===== config.mk =====
export PLATFORM = sky130hd
export DESIGN_NAME = cpu_mode_privilege_control
export DESIGN_NICKNAME = d
export VERILOG_FILES = /design/src/verilog/mode_priv_pkg.sv /design/src/verilog/priv_if.sv /design/src/verilog/priv_access_check.sv /design/src/verilog/stack_select.sv /design/src/verilog/cpu_mode_privilege_control.sv
export SDC_FILE = /design/constraint.sdc
export NUM_CORES = 1
export LEC_CHECK = 0
export ABC_CLOCK_PERIOD_IN_PS = 2300
export BUFFER_PORTS_ARGS = -buffer_cell sky130_fd_sc_hd__buf_2
export CAP_MARGIN = 10
export CORE_MARGIN = 2
export CORE_UTILIZATION = 42
export CTS_CLUSTER_SIZE = 12
export DETAILED_ROUTE_END_ITERATION = 7
export GPL_TIMING_DRIVEN = 0
export MAX_ROUTING_LAYER = met4
export PLACE_DENSITY_LB_ADDON = 0.2
export SLEW_MARGIN = 20
export SYNTH_ARGS = -nofsm -noshare
export SYNTH_HDL_FRONTEND = slang
export SYNTH_SLANG_ARGS = --single-unit

===== constraint.sdc =====
create_clock -name clk -period 2.3 [get_ports clk]
set_input_delay 0.115 -clock clk [delete_from_list [all_inputs] [get_ports clk]]
set_output_delay 0.115 -clock clk [all_outputs]
set_load 0.01 [all_outputs]

===== src/verilog/mode_priv_pkg.sv =====
package mode_priv_pkg;
	// ----------------------------------------
	// control register layout
	// ----------------------------------------
	localparam int ctrl_w = 2;
	localparam int ctrl_unpriv_bit = 0;
	localparam int ctrl_stack_sel_bit = 1;
	localparam logic [1:0] ctrl_reset = 2'h0;
	localparam int exc_num_w = 9;
	localparam logic [8:0] exc_supervisor_call = 9'h00b;
	localparam int nest_w = 8;
	localparam logic [7:0] nest_zero = 8'h00;
	localparam logic [7:0] nest_one = 8'h01;

	// ----------------------------------------
	// special register selectors
	// ----------------------------------------
	localparam logic [7:0] sreg_app_status = 8'h00;
	localparam logic [7:0] sreg_int_status = 8'h05;
	localparam logic [7:0] sreg_main_sp = 8'h08;
	localparam logic [7:0] sreg_proc_sp = 8'h09;
	localparam logic [7:0] sreg_irq_mask = 8'h10;
	localparam logic [7:0] sreg_base_pri = 8'h11;
	localparam logic [7:0] sreg_fault_mask = 8'h13;
	localparam logic [7:0] sreg_control = 8'h14;

	// ----------------------------------------
	// protected system address window
	// ----------------------------------------
	localparam logic [31:0] sys_ctrl_base = 32'he000_e000;
	localparam logic [31:0] sys_ctrl_last = 32'he000_efff;

	typedef enum logic [0:0] {
		mode_application = 1'b0,
		mode_exception = 1'b1
	} op_mode_e;
endpackage : mode_priv_pkg


===== src/verilog/priv_if.sv =====
`timescale 1ns/1ps
`default_nettype none
interface priv_if;
	logic privileged;
	logic exc_mode;
	logic [1:0] ctrl;
	modport producer (output privileged, output exc_mode, output ctrl);
	modport consumer (input privileged, input exc_mode, input ctrl);
endinterface : priv_if
`default_nettype wire


===== src/verilog/priv_access_check.sv =====
`timescale 1ns/1ps
`default_nettype none
module priv_access_check (
	input wire logic clk,
	input wire logic rst,
	priv_if.consumer st,
	input wire logic sreg_read_instr_valid,
	input wire logic sreg_write_instr_valid,
	input wire logic [7:0] sreg_sel,
	input wire logic irq_mask_instr_valid,
	input wire logic bus_valid,
	input wire logic [31:0] bus_addr,
	output logic sreg_allow_q,
	output logic irq_mask_allow_q,
	output logic bus_allow_q
);
	import mode_priv_pkg::*;

	typedef struct packed {
		logic sreg_allow;
		logic irq_mask_allow;
		logic bus_allow;
	} chk_s;

	chk_s s_q;
	chk_s s_d;

	function automatic logic unpriv_sreg_ok(input logic [7:0] sel);
		unpriv_sreg_ok = (sel == sreg_app_status) || (sel == sreg_int_status)
			|| (sel == sreg_proc_sp);
	endfunction : unpriv_sreg_ok

	// ----------------------------------------
	// privilege gating
	// ----------------------------------------
	always_comb begin
		s_d = s_q;
		s_d.sreg_allow = (sreg_read_instr_valid || sreg_write_instr_valid)
			&& (st.privileged || unpriv_sreg_ok(sreg_sel));
		s_d.irq_mask_allow = irq_mask_instr_valid && st.privileged;
		s_d.bus_allow = bus_valid && (st.privileged
			|| !((bus_addr >= sys_ctrl_base) && (bus_addr <= sys_ctrl_last)));
	end

	always_ff @(posedge clk) begin
		if (rst) begin
			s_q <= '0;
		end else begin
			s_q <= s_d;
		end
	end

	assign sreg_allow_q = s_q.sreg_allow;
	assign irq_mask_allow_q = s_q.irq_mask_allow;
	assign bus_allow_q = s_q.bus_allow;
endmodule : priv_access_check
`default_nettype wire


===== src/verilog/stack_select.sv =====
`timescale 1ns/1ps
`default_nettype none
module stack_select (
	input wire logic clk,
	input wire logic rst,
	priv_if.consumer st,
	input wire logic instr_sync_barrier,
	output logic use_process_stack_pointer_q
);
	import mode_priv_pkg::*;

	typedef struct packed {
		logic use_psp;
	} sel_s;

	sel_s s_q;
	sel_s s_d;

	// ----------------------------------------
	// active stack choice
	// ----------------------------------------
	always_comb begin
		s_d = s_q;
		if (st.exc_mode) begin
			s_d.use_psp = 1'b0;
		end else if (instr_sync_barrier || !s_q.use_psp) begin
			s_d.use_psp = st.ctrl[ctrl_stack_sel_bit];
		end else begin
			s_d.use_psp = st.ctrl[ctrl_stack_sel_bit];
		end
	end

	always_ff @(posedge clk) begin
		if (rst) begin
			s_q <= '0;
		end else begin
			s_q <= s_d;
		end
	end

	assign use_process_stack_pointer_q = s_q.use_psp;
endmodule : stack_select
`default_nettype wire


===== src/verilog/cpu_mode_privilege_control.sv =====
// Overview of operation
// - Leaving reset puts the core in application mode.
// - Every exception entry switches the core into exception mode.
// - Application mode returns only when no exception stays active or pending.
// - Unprivileged code gets a limited set of special-register moves and no irq-mask instructions.
// - Unprivileged code cannot reach the system timer, interrupt controller or system control.
// - Privileged code may use every instruction and every resource.
// - In application mode the privilege follows the control register privilege bit.
// - In exception mode execution is always privileged.
// - Control register writes from unprivileged code are ignored.
// - A supervisor call lets unprivileged code enter privileged exception code.
// - Exception mode uses the main stack pointer from its second cycle onward.
// - Exception entry and the return to application mode update the control register automatically.
// - After a barrier following a stack change the new stack pointer is in use.
`timescale 1ns/1ps
`default_nettype none
module cpu_mode_privilege_control (
	input wire logic clk,
	input wire logic rst,
	input wire logic exc_entry,
	input wire logic [mode_priv_pkg::exc_num_w-1:0] exc_entry_num,
	input wire logic exc_return,
	input wire logic [mode_priv_pkg::ctrl_w-1:0] exc_return_ctrl,
	input wire logic exc_pending,
	input wire logic supervisor_call_instr,
	input wire logic special_reg_write_instr,
	input wire logic special_reg_read_instr,
	input wire logic [7:0] special_reg_sel,
	input wire logic [mode_priv_pkg::ctrl_w-1:0] special_reg_wdata,
	input wire logic irq_mask_set_instr,
	input wire logic irq_mask_clear_instr,
	input wire logic instr_sync_barrier,
	input wire logic bus_valid,
	input wire logic [31:0] bus_addr,
	output logic exception_mode_q,
	output logic privileged_q,
	output logic [mode_priv_pkg::ctrl_w-1:0] control_q,
	output logic [mode_priv_pkg::ctrl_w-1:0] saved_control_q,
	output logic [mode_priv_pkg::nest_w-1:0] active_count_q,
	output logic supervisor_call_req_q,
	output logic [mode_priv_pkg::exc_num_w-1:0] active_exc_num_q,
	output logic use_process_stack_pointer_q,
	output logic special_reg_allow_q,
	output logic irq_mask_allow_q,
	output logic bus_allow_q
);
	import mode_priv_pkg::*;

	typedef struct packed {
		op_mode_e mode;
		logic [ctrl_w-1:0] ctrl;
		logic [ctrl_w-1:0] saved_ctrl;
		logic [nest_w-1:0] nest;
		logic svc_req;
		logic [exc_num_w-1:0] exc_num;
	} core_s;

	core_s s_q;
	core_s s_d;
	logic priv_now;
	logic ctrl_write;

	priv_if st ();

	// ----------------------------------------
	// privilege level
	// ----------------------------------------
	always_comb begin
		if (s_q.mode == mode_exception) begin
			priv_now = 1'b1;
		end else begin
			priv_now = !s_q.ctrl[ctrl_unpriv_bit];
		end
	end

	assign ctrl_write = special_reg_write_instr && (special_reg_sel == sreg_control)
		&& priv_now;

	// ----------------------------------------
	// mode, nesting and control register
	// ----------------------------------------
	always_comb begin
		s_d = s_q;
		s_d.svc_req = 1'b0;
		if (supervisor_call_instr) begin
			s_d.svc_req = 1'b1;
		end
		if (exc_entry) begin
			s_d.mode = mode_exception;
			s_d.exc_num = exc_entry_num;
			if (s_q.nest == nest_zero) begin
				s_d.saved_ctrl = s_q.ctrl;
			end
			s_d.ctrl[ctrl_stack_sel_bit] = 1'b0;
			if (s_q.nest != {nest_w{1'b1}}) begin
				s_d.nest = s_q.nest + nest_one;
			end
		end else if (exc_return && (s_q.nest != nest_zero)) begin
			s_d.nest = s_q.nest - nest_one;
			if ((s_q.nest == nest_one) && !exc_pending) begin
				s_d.mode = mode_application;
				s_d.ctrl = exc_return_ctrl;
				s_d.exc_num = {exc_num_w{1'b0}};
			end else if (s_q.nest == nest_one) begin
				s_d.nest = s_q.nest;
			end
		end else if (ctrl_write) begin
			s_d.ctrl = special_reg_wdata;
		end
	end

	always_ff @(posedge clk) begin
		if (rst) begin
			s_q.mode <= mode_application;
			s_q.ctrl <= ctrl_reset;
			s_q.saved_ctrl <= ctrl_reset;
			s_q.nest <= nest_zero;
			s_q.svc_req <= 1'b0;
			s_q.exc_num <= {exc_num_w{1'b0}};
		end else begin
			s_q <= s_d;
		end
	end

	assign st.privileged = priv_now;
	assign st.exc_mode = (s_q.mode == mode_exception);
	assign st.ctrl = s_q.ctrl;

	// ----------------------------------------
	// checkers and stack selection
	// ----------------------------------------
	priv_access_check u_check (
		.clk(clk),
		.rst(rst),
		.st(st.consumer),
		.sreg_read_instr_valid(special_reg_read_instr),
		.sreg_write_instr_valid(special_reg_write_instr),
		.sreg_sel(special_reg_sel),
		.irq_mask_instr_valid(irq_mask_set_instr || irq_mask_clear_instr),
		.bus_valid(bus_valid),
		.bus_addr(bus_addr),
		.sreg_allow_q(special_reg_allow_q),
		.irq_mask_allow_q(irq_mask_allow_q),
		.bus_allow_q(bus_allow_q)
	);

	stack_select u_stack (
		.clk(clk),
		.rst(rst),
		.st(st.consumer),
		.instr_sync_barrier(instr_sync_barrier),
		.use_process_stack_pointer_q(use_process_stack_pointer_q)
	);

	assign exception_mode_q = (s_q.mode == mode_exception);
	assign control_q = s_q.ctrl;
	assign saved_control_q = s_q.saved_ctrl;
	assign active_count_q = s_q.nest;
	assign supervisor_call_req_q = s_q.svc_req;
	assign active_exc_num_q = s_q.exc_num;

	// privileged_q registered separately to stay a flop output
	logic priv_reg_q;
	always_ff @(posedge clk) begin
		if (rst) begin
			priv_reg_q <= 1'b1;
		end else begin
			priv_reg_q <= (s_d.mode == mode_exception) || !s_d.ctrl[ctrl_unpriv_bit];
		end
	end
	assign privileged_q = priv_reg_q;
endmodule : cpu_mode_privilege_control
`default_nettype wire


==> results.json, run 1 <==
{
  "cts_tree": "done",
  "crit_arrival_ns": 2.44,
  "yosysTopAreaCell": "dfxtp_1",
  "syn_area_mm2": 0.001493,
  "fin_crit_sh": 0.9542,
  "hold_viol": 0,
  "ir_worst_vdd_v": 0.0003211,
  "switching_share": 0.3505,
  "wl_mm": 3.736,
  "post_cts_buffers": 0,
  "postRouteAntennaNets": 0,
  "start_util": 0.4438,
  "hpwlAfterDp_mm": 2.894,
  "min_path_type": "input pin to flip-flop",
  "fin_crit_ns": 2.195,
  "pin_count": 93,
  "synthArstFlopShare": 0,
  "syn2layout_area_growth_pct": 36.21,
  "final_common_cell": "buf_2",
  "synth_cell_types": 46,
  "drt_pass1_iterations": 4,
  "internal-power_mw": 0.9654,
  "via_count": 1596,
  "wl_per_cell_um": 12.54,
  "grt_overflow": 0,
  "cts_max_level": 1,
  "antenna_found_initial": 0,
  "synth.avg_cell_area_um2": 8.938,
  "pwr-share-seq": 0.413,
  "power_leakage_nw": 0.9406,
  "insertion_delay_ns": 0.33,
  "p_clk_frac": 0.221,
  "hold_depth": 3,
  "report.final.slew_viol_count": 0,
  "post_drt_via_cell_ratio": 5.356,
  "critPathMaxFanout": 10,
  "post-place-cells": 292,
  "synth-seq-area-share": 0.3755,
  "fin_skew_ns": 0.003423,
  "globalRouteTotalUtil": 0.1960,
  "cts-buffers-inserted": 3,
  "row_count": 21,
  "grt_max_degree": 17,
  "grt_pass1_vias": 1457,
  "drt_iter0_drc": 49,
  "required_ns": 2.54,
  "postSynthCellCount": 167,
  "die_w_um": 63.62,
  "nNetsFinal": 322,
  "r2r_cells": 7,
  "drc": 0,
  "cts.sinks": 28,
  "worst_pin_slew_ns": 0.4970,
  "run_status": "finished, final reports clean",
  "n_antenna_cell": 0,
  "switching_power_mw": 0.5210,
  "synth_edf_count": 0,
  "clk_pin_slew_ns": 0.16,
  "drv_cap": 0,
  "final_cell_mix": "81 x buf_2, 26 x dfxtp_1, 23 x nor2_1",
  "stdcell_count": 298,
  "core-area_mm2": 0.003363,
  "p_comb_frac": 0.366,
  "setup-violations-final": 0,
  "max_freq_mhz": 455.7,
  "clockBufferDepth": 2,
  "crit_type": "flip-flop to flip-flop",
  "p_per_area_mw_per_mm2": 731.1,
  "root_buffer": "clkbuf_4",
  "synth_fp_nets": 236,
  "relSlewSlack": 0.6662,
  "rsz0062_at_grt": "false",
  "grt_pass1_wl_mm": 6.292,
  "yosysWarnings": 0,
  "port_buffers": 79,
  "synth_top_flop_cell": "dfxtp_1",
  "critPathLaunchType": "flip-flop",
  "synth.area.top_cells": "dfxtp_1 38%, nor2_1 5.8%, a22oi_1 5.5%",
  "finalWeightedCongestion": 0.8701,
  "synth-seq-cells": 28,
  "dieArea_mm2": 0.004047,
  "drive_above_1_share": 0.3889,
  "dieHeight_um": 63.62,
  "total_power_mw": 1.486,
  "worst_setup_path_end_kind": "flip-flop",
  "yosysTopAreaCellShare": 0.3755
}
per-layer routing:
| layer | up-vias | track usage | part of all wire | wire length [um] |
|---|---|---|---|---|
| li1 | 821 | - | - | - |
| met1 | 705 | 0.2442 | 0.46 | 1731 |
| met2 | 65 | 0.3211 | 0.46 | 1705 |
| met3 | 5 | 0.02321 | 0.070 | 260 |
| met4 | 0 | 0.08152 | 0.010 | 38 |
| met5 | - | - | 0 | 0 |
per-stage QoR:
stage	utilization	worst slack [ns]	cell area [um2]	hold slack (ns)	setup TNS, ns
after floorplan	-	0.2108	1493	0.2432	0
after global placement	0.5785	0.03226	1946	0.3273	0
after detailed placement	0.5785	-0.04209	1946	0.3351	-0.2996
after CTS	0.6023	0.06244	2026	0.01985	0
after global routing	0.6045	0.01422	2033	0.004706	0
final	0.6045	0.1054	2033	0.01790	0
final timing paths:
path                                                    endpoint                      startpoint  slack (ns)
hold reg to reg   u_stack.use_process_stack_pointer_q$_SDFF_PP0_       control_q[1]$_SDFFE_PP0P_        0.51
hold / removal                  active_exc_num_q[1]$_SDFFE_PP0P_                exc_entry_num[1]        0.02
setup reg to reg                  active_count_q[3]$_SDFFE_PP0P_  active_count_q[0]$_SDFFE_PP0P_        0.11
setup / recovery                  active_count_q[3]$_SDFFE_PP0P_  active_count_q[0]$_SDFFE_PP0P_        0.11
synth_stat cells (5+ instances only):
cell / number
nand3_1: 7
a22oi_1: 11
inv_1: 7
nor2b_1: 6
clkbuf_1: 5
a21oi_1: 8
nor2_1: 23
dfxtp_1: 28
worst max-delay path, cell delays in order, from the launching register on:
cell and delay, ns:
dfxtp_2 0.45, inv_1 0.09, ha_1 0.29, a21o_1 0.18, a311o_1 0.39, buf_4 0.19
a21oi_1 0.17, mux2_2 0.35
final cells by class:
class                           instances  area [um2]
Fill cell                             342        1330
Multi-Input combinational cell        123       878.3
Sequential cell                        28       563.0
Timing Repair Buffer                   81       415.4
Tap cell                               46       57.56
Buffer                                  9       40.04
Clock inverter                          1       30.03
Inverter                                7       26.28
Clock buffer                            3       22.52
power groups by stage:
stage	logic, mW	clock network [mW]	registers (mW)
2_1_floorplan	0.330	0	0.637
3_3_place_gp	0.525	0	0.620
3_5_place_dp	0.529	0	0.622
4_1_cts	0.537	0.336	0.612
5_1_grt	0.604	0.361	0.626
6_report	0.544	0.328	0.614
cell families after synthesis:
family          count (synthesis)  share of synthesized area
flops                          28                     0.3755
simple gates                   66                     0.2590
xor+xnor                        1                   0.005869
buf+inv                        16                    0.04443
mux                             6                    0.04275
compound gates                 46                     0.2389
fa+ha+maj                       4                    0.03353
state kept, by name (all words and copies together) (netlist names):
| signal | cells |
|---|---|
| active_exc_num_q | 9 |
| u_check.sreg_allow_q | 1 |
| active_count_q | 8 |
| u_stack.use_process_stack_pointer_q | 1 |
| u_check.bus_allow_q | 1 |
| saved_control_q | 2 |
| exception_mode_q | 1 |
| u_check.irq_mask_allow_q | 1 |
| supervisor_call_req_q | 1 |
| control_q | 2 |
| privileged_q | 1 |
what timing repair did:
| item | 4_1_cts | 5_1_grt |
|---|---|---|
| hold buffers | 2 | 0 |
| endpoints found under the hold margin | 2 | 0 |
| endpoints found under the setup margin | 11 | 6 |
| gates resized for setup | 2 | 2 |
Note: power is estimated with default switching activity, not from simulation.
==> inputs of run 2 (changes only) <==
--- a/config.mk
+++ b/config.mk
@@ -9,7 +9,7 @@
 export BUFFER_PORTS_ARGS = -buffer_cell sky130_fd_sc_hd__buf_2
 export CAP_MARGIN = 10
 export CORE_MARGIN = 2
-export CORE_UTILIZATION = 42
+export CORE_UTILIZATION = 41
 export CTS_CLUSTER_SIZE = 12
 export DETAILED_ROUTE_END_ITERATION = 7
 export GPL_TIMING_DRIVEN = 0
==> run 2 against run 1 <==
Utilization shrank 0.93 points. Via count grew 1.4%. Maximum frequency about the same. Clock skew increased by 0.0019 ns. Die area rose by 2.3%. Non-clock buffer count unchanged. Final area is the same. Worst hold slack worse by 0.0093 ns. Final cell count unchanged. Register-to-register slack barely moved. Sequential share of layout area is the same. Highest routed layer unchanged.
==> results.json, run 2 (synthesized netlist as in run 1, its figures left out) <==
{
  "cts_max_level": 1,
  "final_cell_mix": "81 x buf_2, 26 x dfxtp_1, 23 x nor2_1",
  "worst_pin_slew_ns": 0.5109,
  "antenna_found_initial": 0,
  "p_comb_frac": 0.363,
  "dieHeight_um": 64.34,
  "grt_max_degree": 17,
  "dieArea_mm2": 0.004140,
  "insertion_delay_ns": 0.34,
  "clockBufferDepth": 2,
  "drc": 0,
  "internal-power_mw": 0.9658,
  "n_antenna_cell": 0,
  "largest_register_ffs": 9,
  "post_cts_buffers": 0,
  "nFillCells": 337,
  "drive_above_1_share": 0.3889,
  "grt_pass1_vias": 1494,
  "worst_setup_path_end_kind": "flip-flop",
  "globalRouteTotalUtil": 0.1987,
  "run_status": "finished, final reports clean",
  "busiest_layer": "met2",
  "switching_share": 0.3512,
  "cpMaxStageDelayCell": "dfxtp_2",
  "crit_type": "flip-flop to flip-flop",
  "worstPathCellList": "inv_1, ha_1, a21o_1, a311o_1, buf_4, a21oi_1, mux2_2",
  "nNetsFinal": 322,
  "crit_arrival_ns": 2.44,
  "tns_ns": 0,
  "pwr-share-seq": 0.412,
  "total_power_mw": 1.489,
  "die_w_um": 64.34,
  "rsz0062_at_grt": "false",
  "final_common_cell": "buf_2",
  "cts-buffers-inserted": 3,
  "grt_overflow": 0,
  "wl_mm": 3.743,
  "critPathMaxFanout": 10,
  "root_buffer": "clkbuf_4",
  "start_util": 0.4370,
  "p_per_area_mw_per_mm2": 732.1,
  "core-area_mm2": 0.003416,
  "row_count": 21,
  "cts.sinks": 28,
  "report.final.slew_viol_count": 0,
  "required_ns": 2.55,
  "post_drt_via_cell_ratio": 5.430,
  "met1_usage": 0.2511,
  "via_count": 1618,
  "relSlewSlack": 0.6594,
  "drv_cap": 0,
  "clk_pin_slew_ns": 0.16,
  "postRouteAntennaNets": 0,
  "fin_crit_ns": 2.193,
  "ir_worst_vdd_v": 0.0003089,
  "wl_per_cell_um": 12.56,
  "met2_usage": 0.3411,
  "syn2layout_area_growth_pct": 36.21,
  "postLayoutCoreUtil": 0.5952,
  "min_path_type": "input pin to flip-flop",
  "drt_iter0_drc": 55,
  "setup-violations-final": 0,
  "switching_power_mw": 0.5228,
  "grt_pass1_wl_mm": 6.499,
  "fin_skew_ns": 0.005327,
  "cts_tree": "done",
  "finalWeightedCongestion": 0.8548,
  "fin_crit_sh": 0.9533,
  "met3_usage": 0.02113,
  "hold_viol": 0,
  "port_buffers": 79,
  "power_leakage_nw": 0.9406,
  "hpwlAfterDp_mm": 2.863,
  "critPathLaunchType": "flip-flop",
  "slowest_delay_ns": 0.45,
  "drt_pass1_iterations": 4,
  "p_clk_frac": 0.225,
  "max_freq_mhz": 456.1,
  "pin_count": 93
}
==> run 2: through the flow <==
stage | area (um2) | hold slack [ns] | worst slack, ns | cells
after global placement | 1946 | 0.3230 | 0.001688 | 292
after global routing | 2033 | 0.006071 | 0.01009 | 298
final | 2033 | 0.008642 | 0.1074 | 298
after CTS | 2026 | 0.009317 | 0.08074 | 298
after floorplan | 1493 | 0.2432 | 0.2108 | 167
after detailed placement | 1946 | 0.3306 | 0.002481 | 292
==> run 2: what timing repair did <==
action	CTS	global route
gates resized for setup	2	2
endpoints found under the setup margin	9	12
hold buffers	2	0
hold endpoints to repair	2	0
==> run 2: layout make-up <==
cell class                      count  area, um2  area share
Sequential cell                    28      563.0      0.2769
Buffer                              9      40.04     0.01969
Timing Repair Buffer               81      415.4      0.2043
Clock inverter                      1      30.03     0.01477
Multi-Input combinational cell    123      878.3      0.4320
Tap cell                           46      57.56     0.02831
Inverter                            7      26.28     0.01292
Clock buffer                        3      22.52     0.01108
==> run 2: path summary, 6_finish.rpt <==
path                                   from                                             end  slack, ns  depth (start not counted)
min reg2reg       control_q[1]$_SDFFE_PP0P_  u_stack.use_process_stack_pointer_q$_SDFF_PP0_       0.51                          2
min                      irq_mask_set_instr             u_check.irq_mask_allow_q$_SDFF_PP0_      0.009                          3
max          active_count_q[0]$_SDFFE_PP0P_                  active_count_q[2]$_SDFFE_PP0P_       0.11                          7
max reg2reg  active_count_q[0]$_SDFFE_PP0P_                  active_count_q[2]$_SDFFE_PP0P_       0.11                          7
==> run 2: power by group through the flow <==
stage               clock (mW)  sequential, mW  combinational (mW)
global placement             0           0.620               0.525
global route             0.360           0.624               0.605
CTS                      0.338           0.610               0.538
floorplan                    0           0.637               0.330
detailed placement           0           0.620               0.527
finish                   0.335           0.613               0.541
==> run 2: critical path: cells and delay by family, from the launching register on <==
family / cells / cell delay (ns)
compound gates: 3 / 0.75
fa+ha+maj: 1 / 0.28
buf+inv: 2 / 0.28
flops: 1 / 0.45
mux: 1 / 0.35
==> run 2: metal layers <==
layer / part of all wire / routed length [um] / up-vias
li1: - / - / 821
met1: 0.48 / 1791 / 721
met2: 0.45 / 1666 / 71
met3: 0.065 / 244 / 5
met4: 0.011 / 40 / 0
met5: 0 / 0 / -
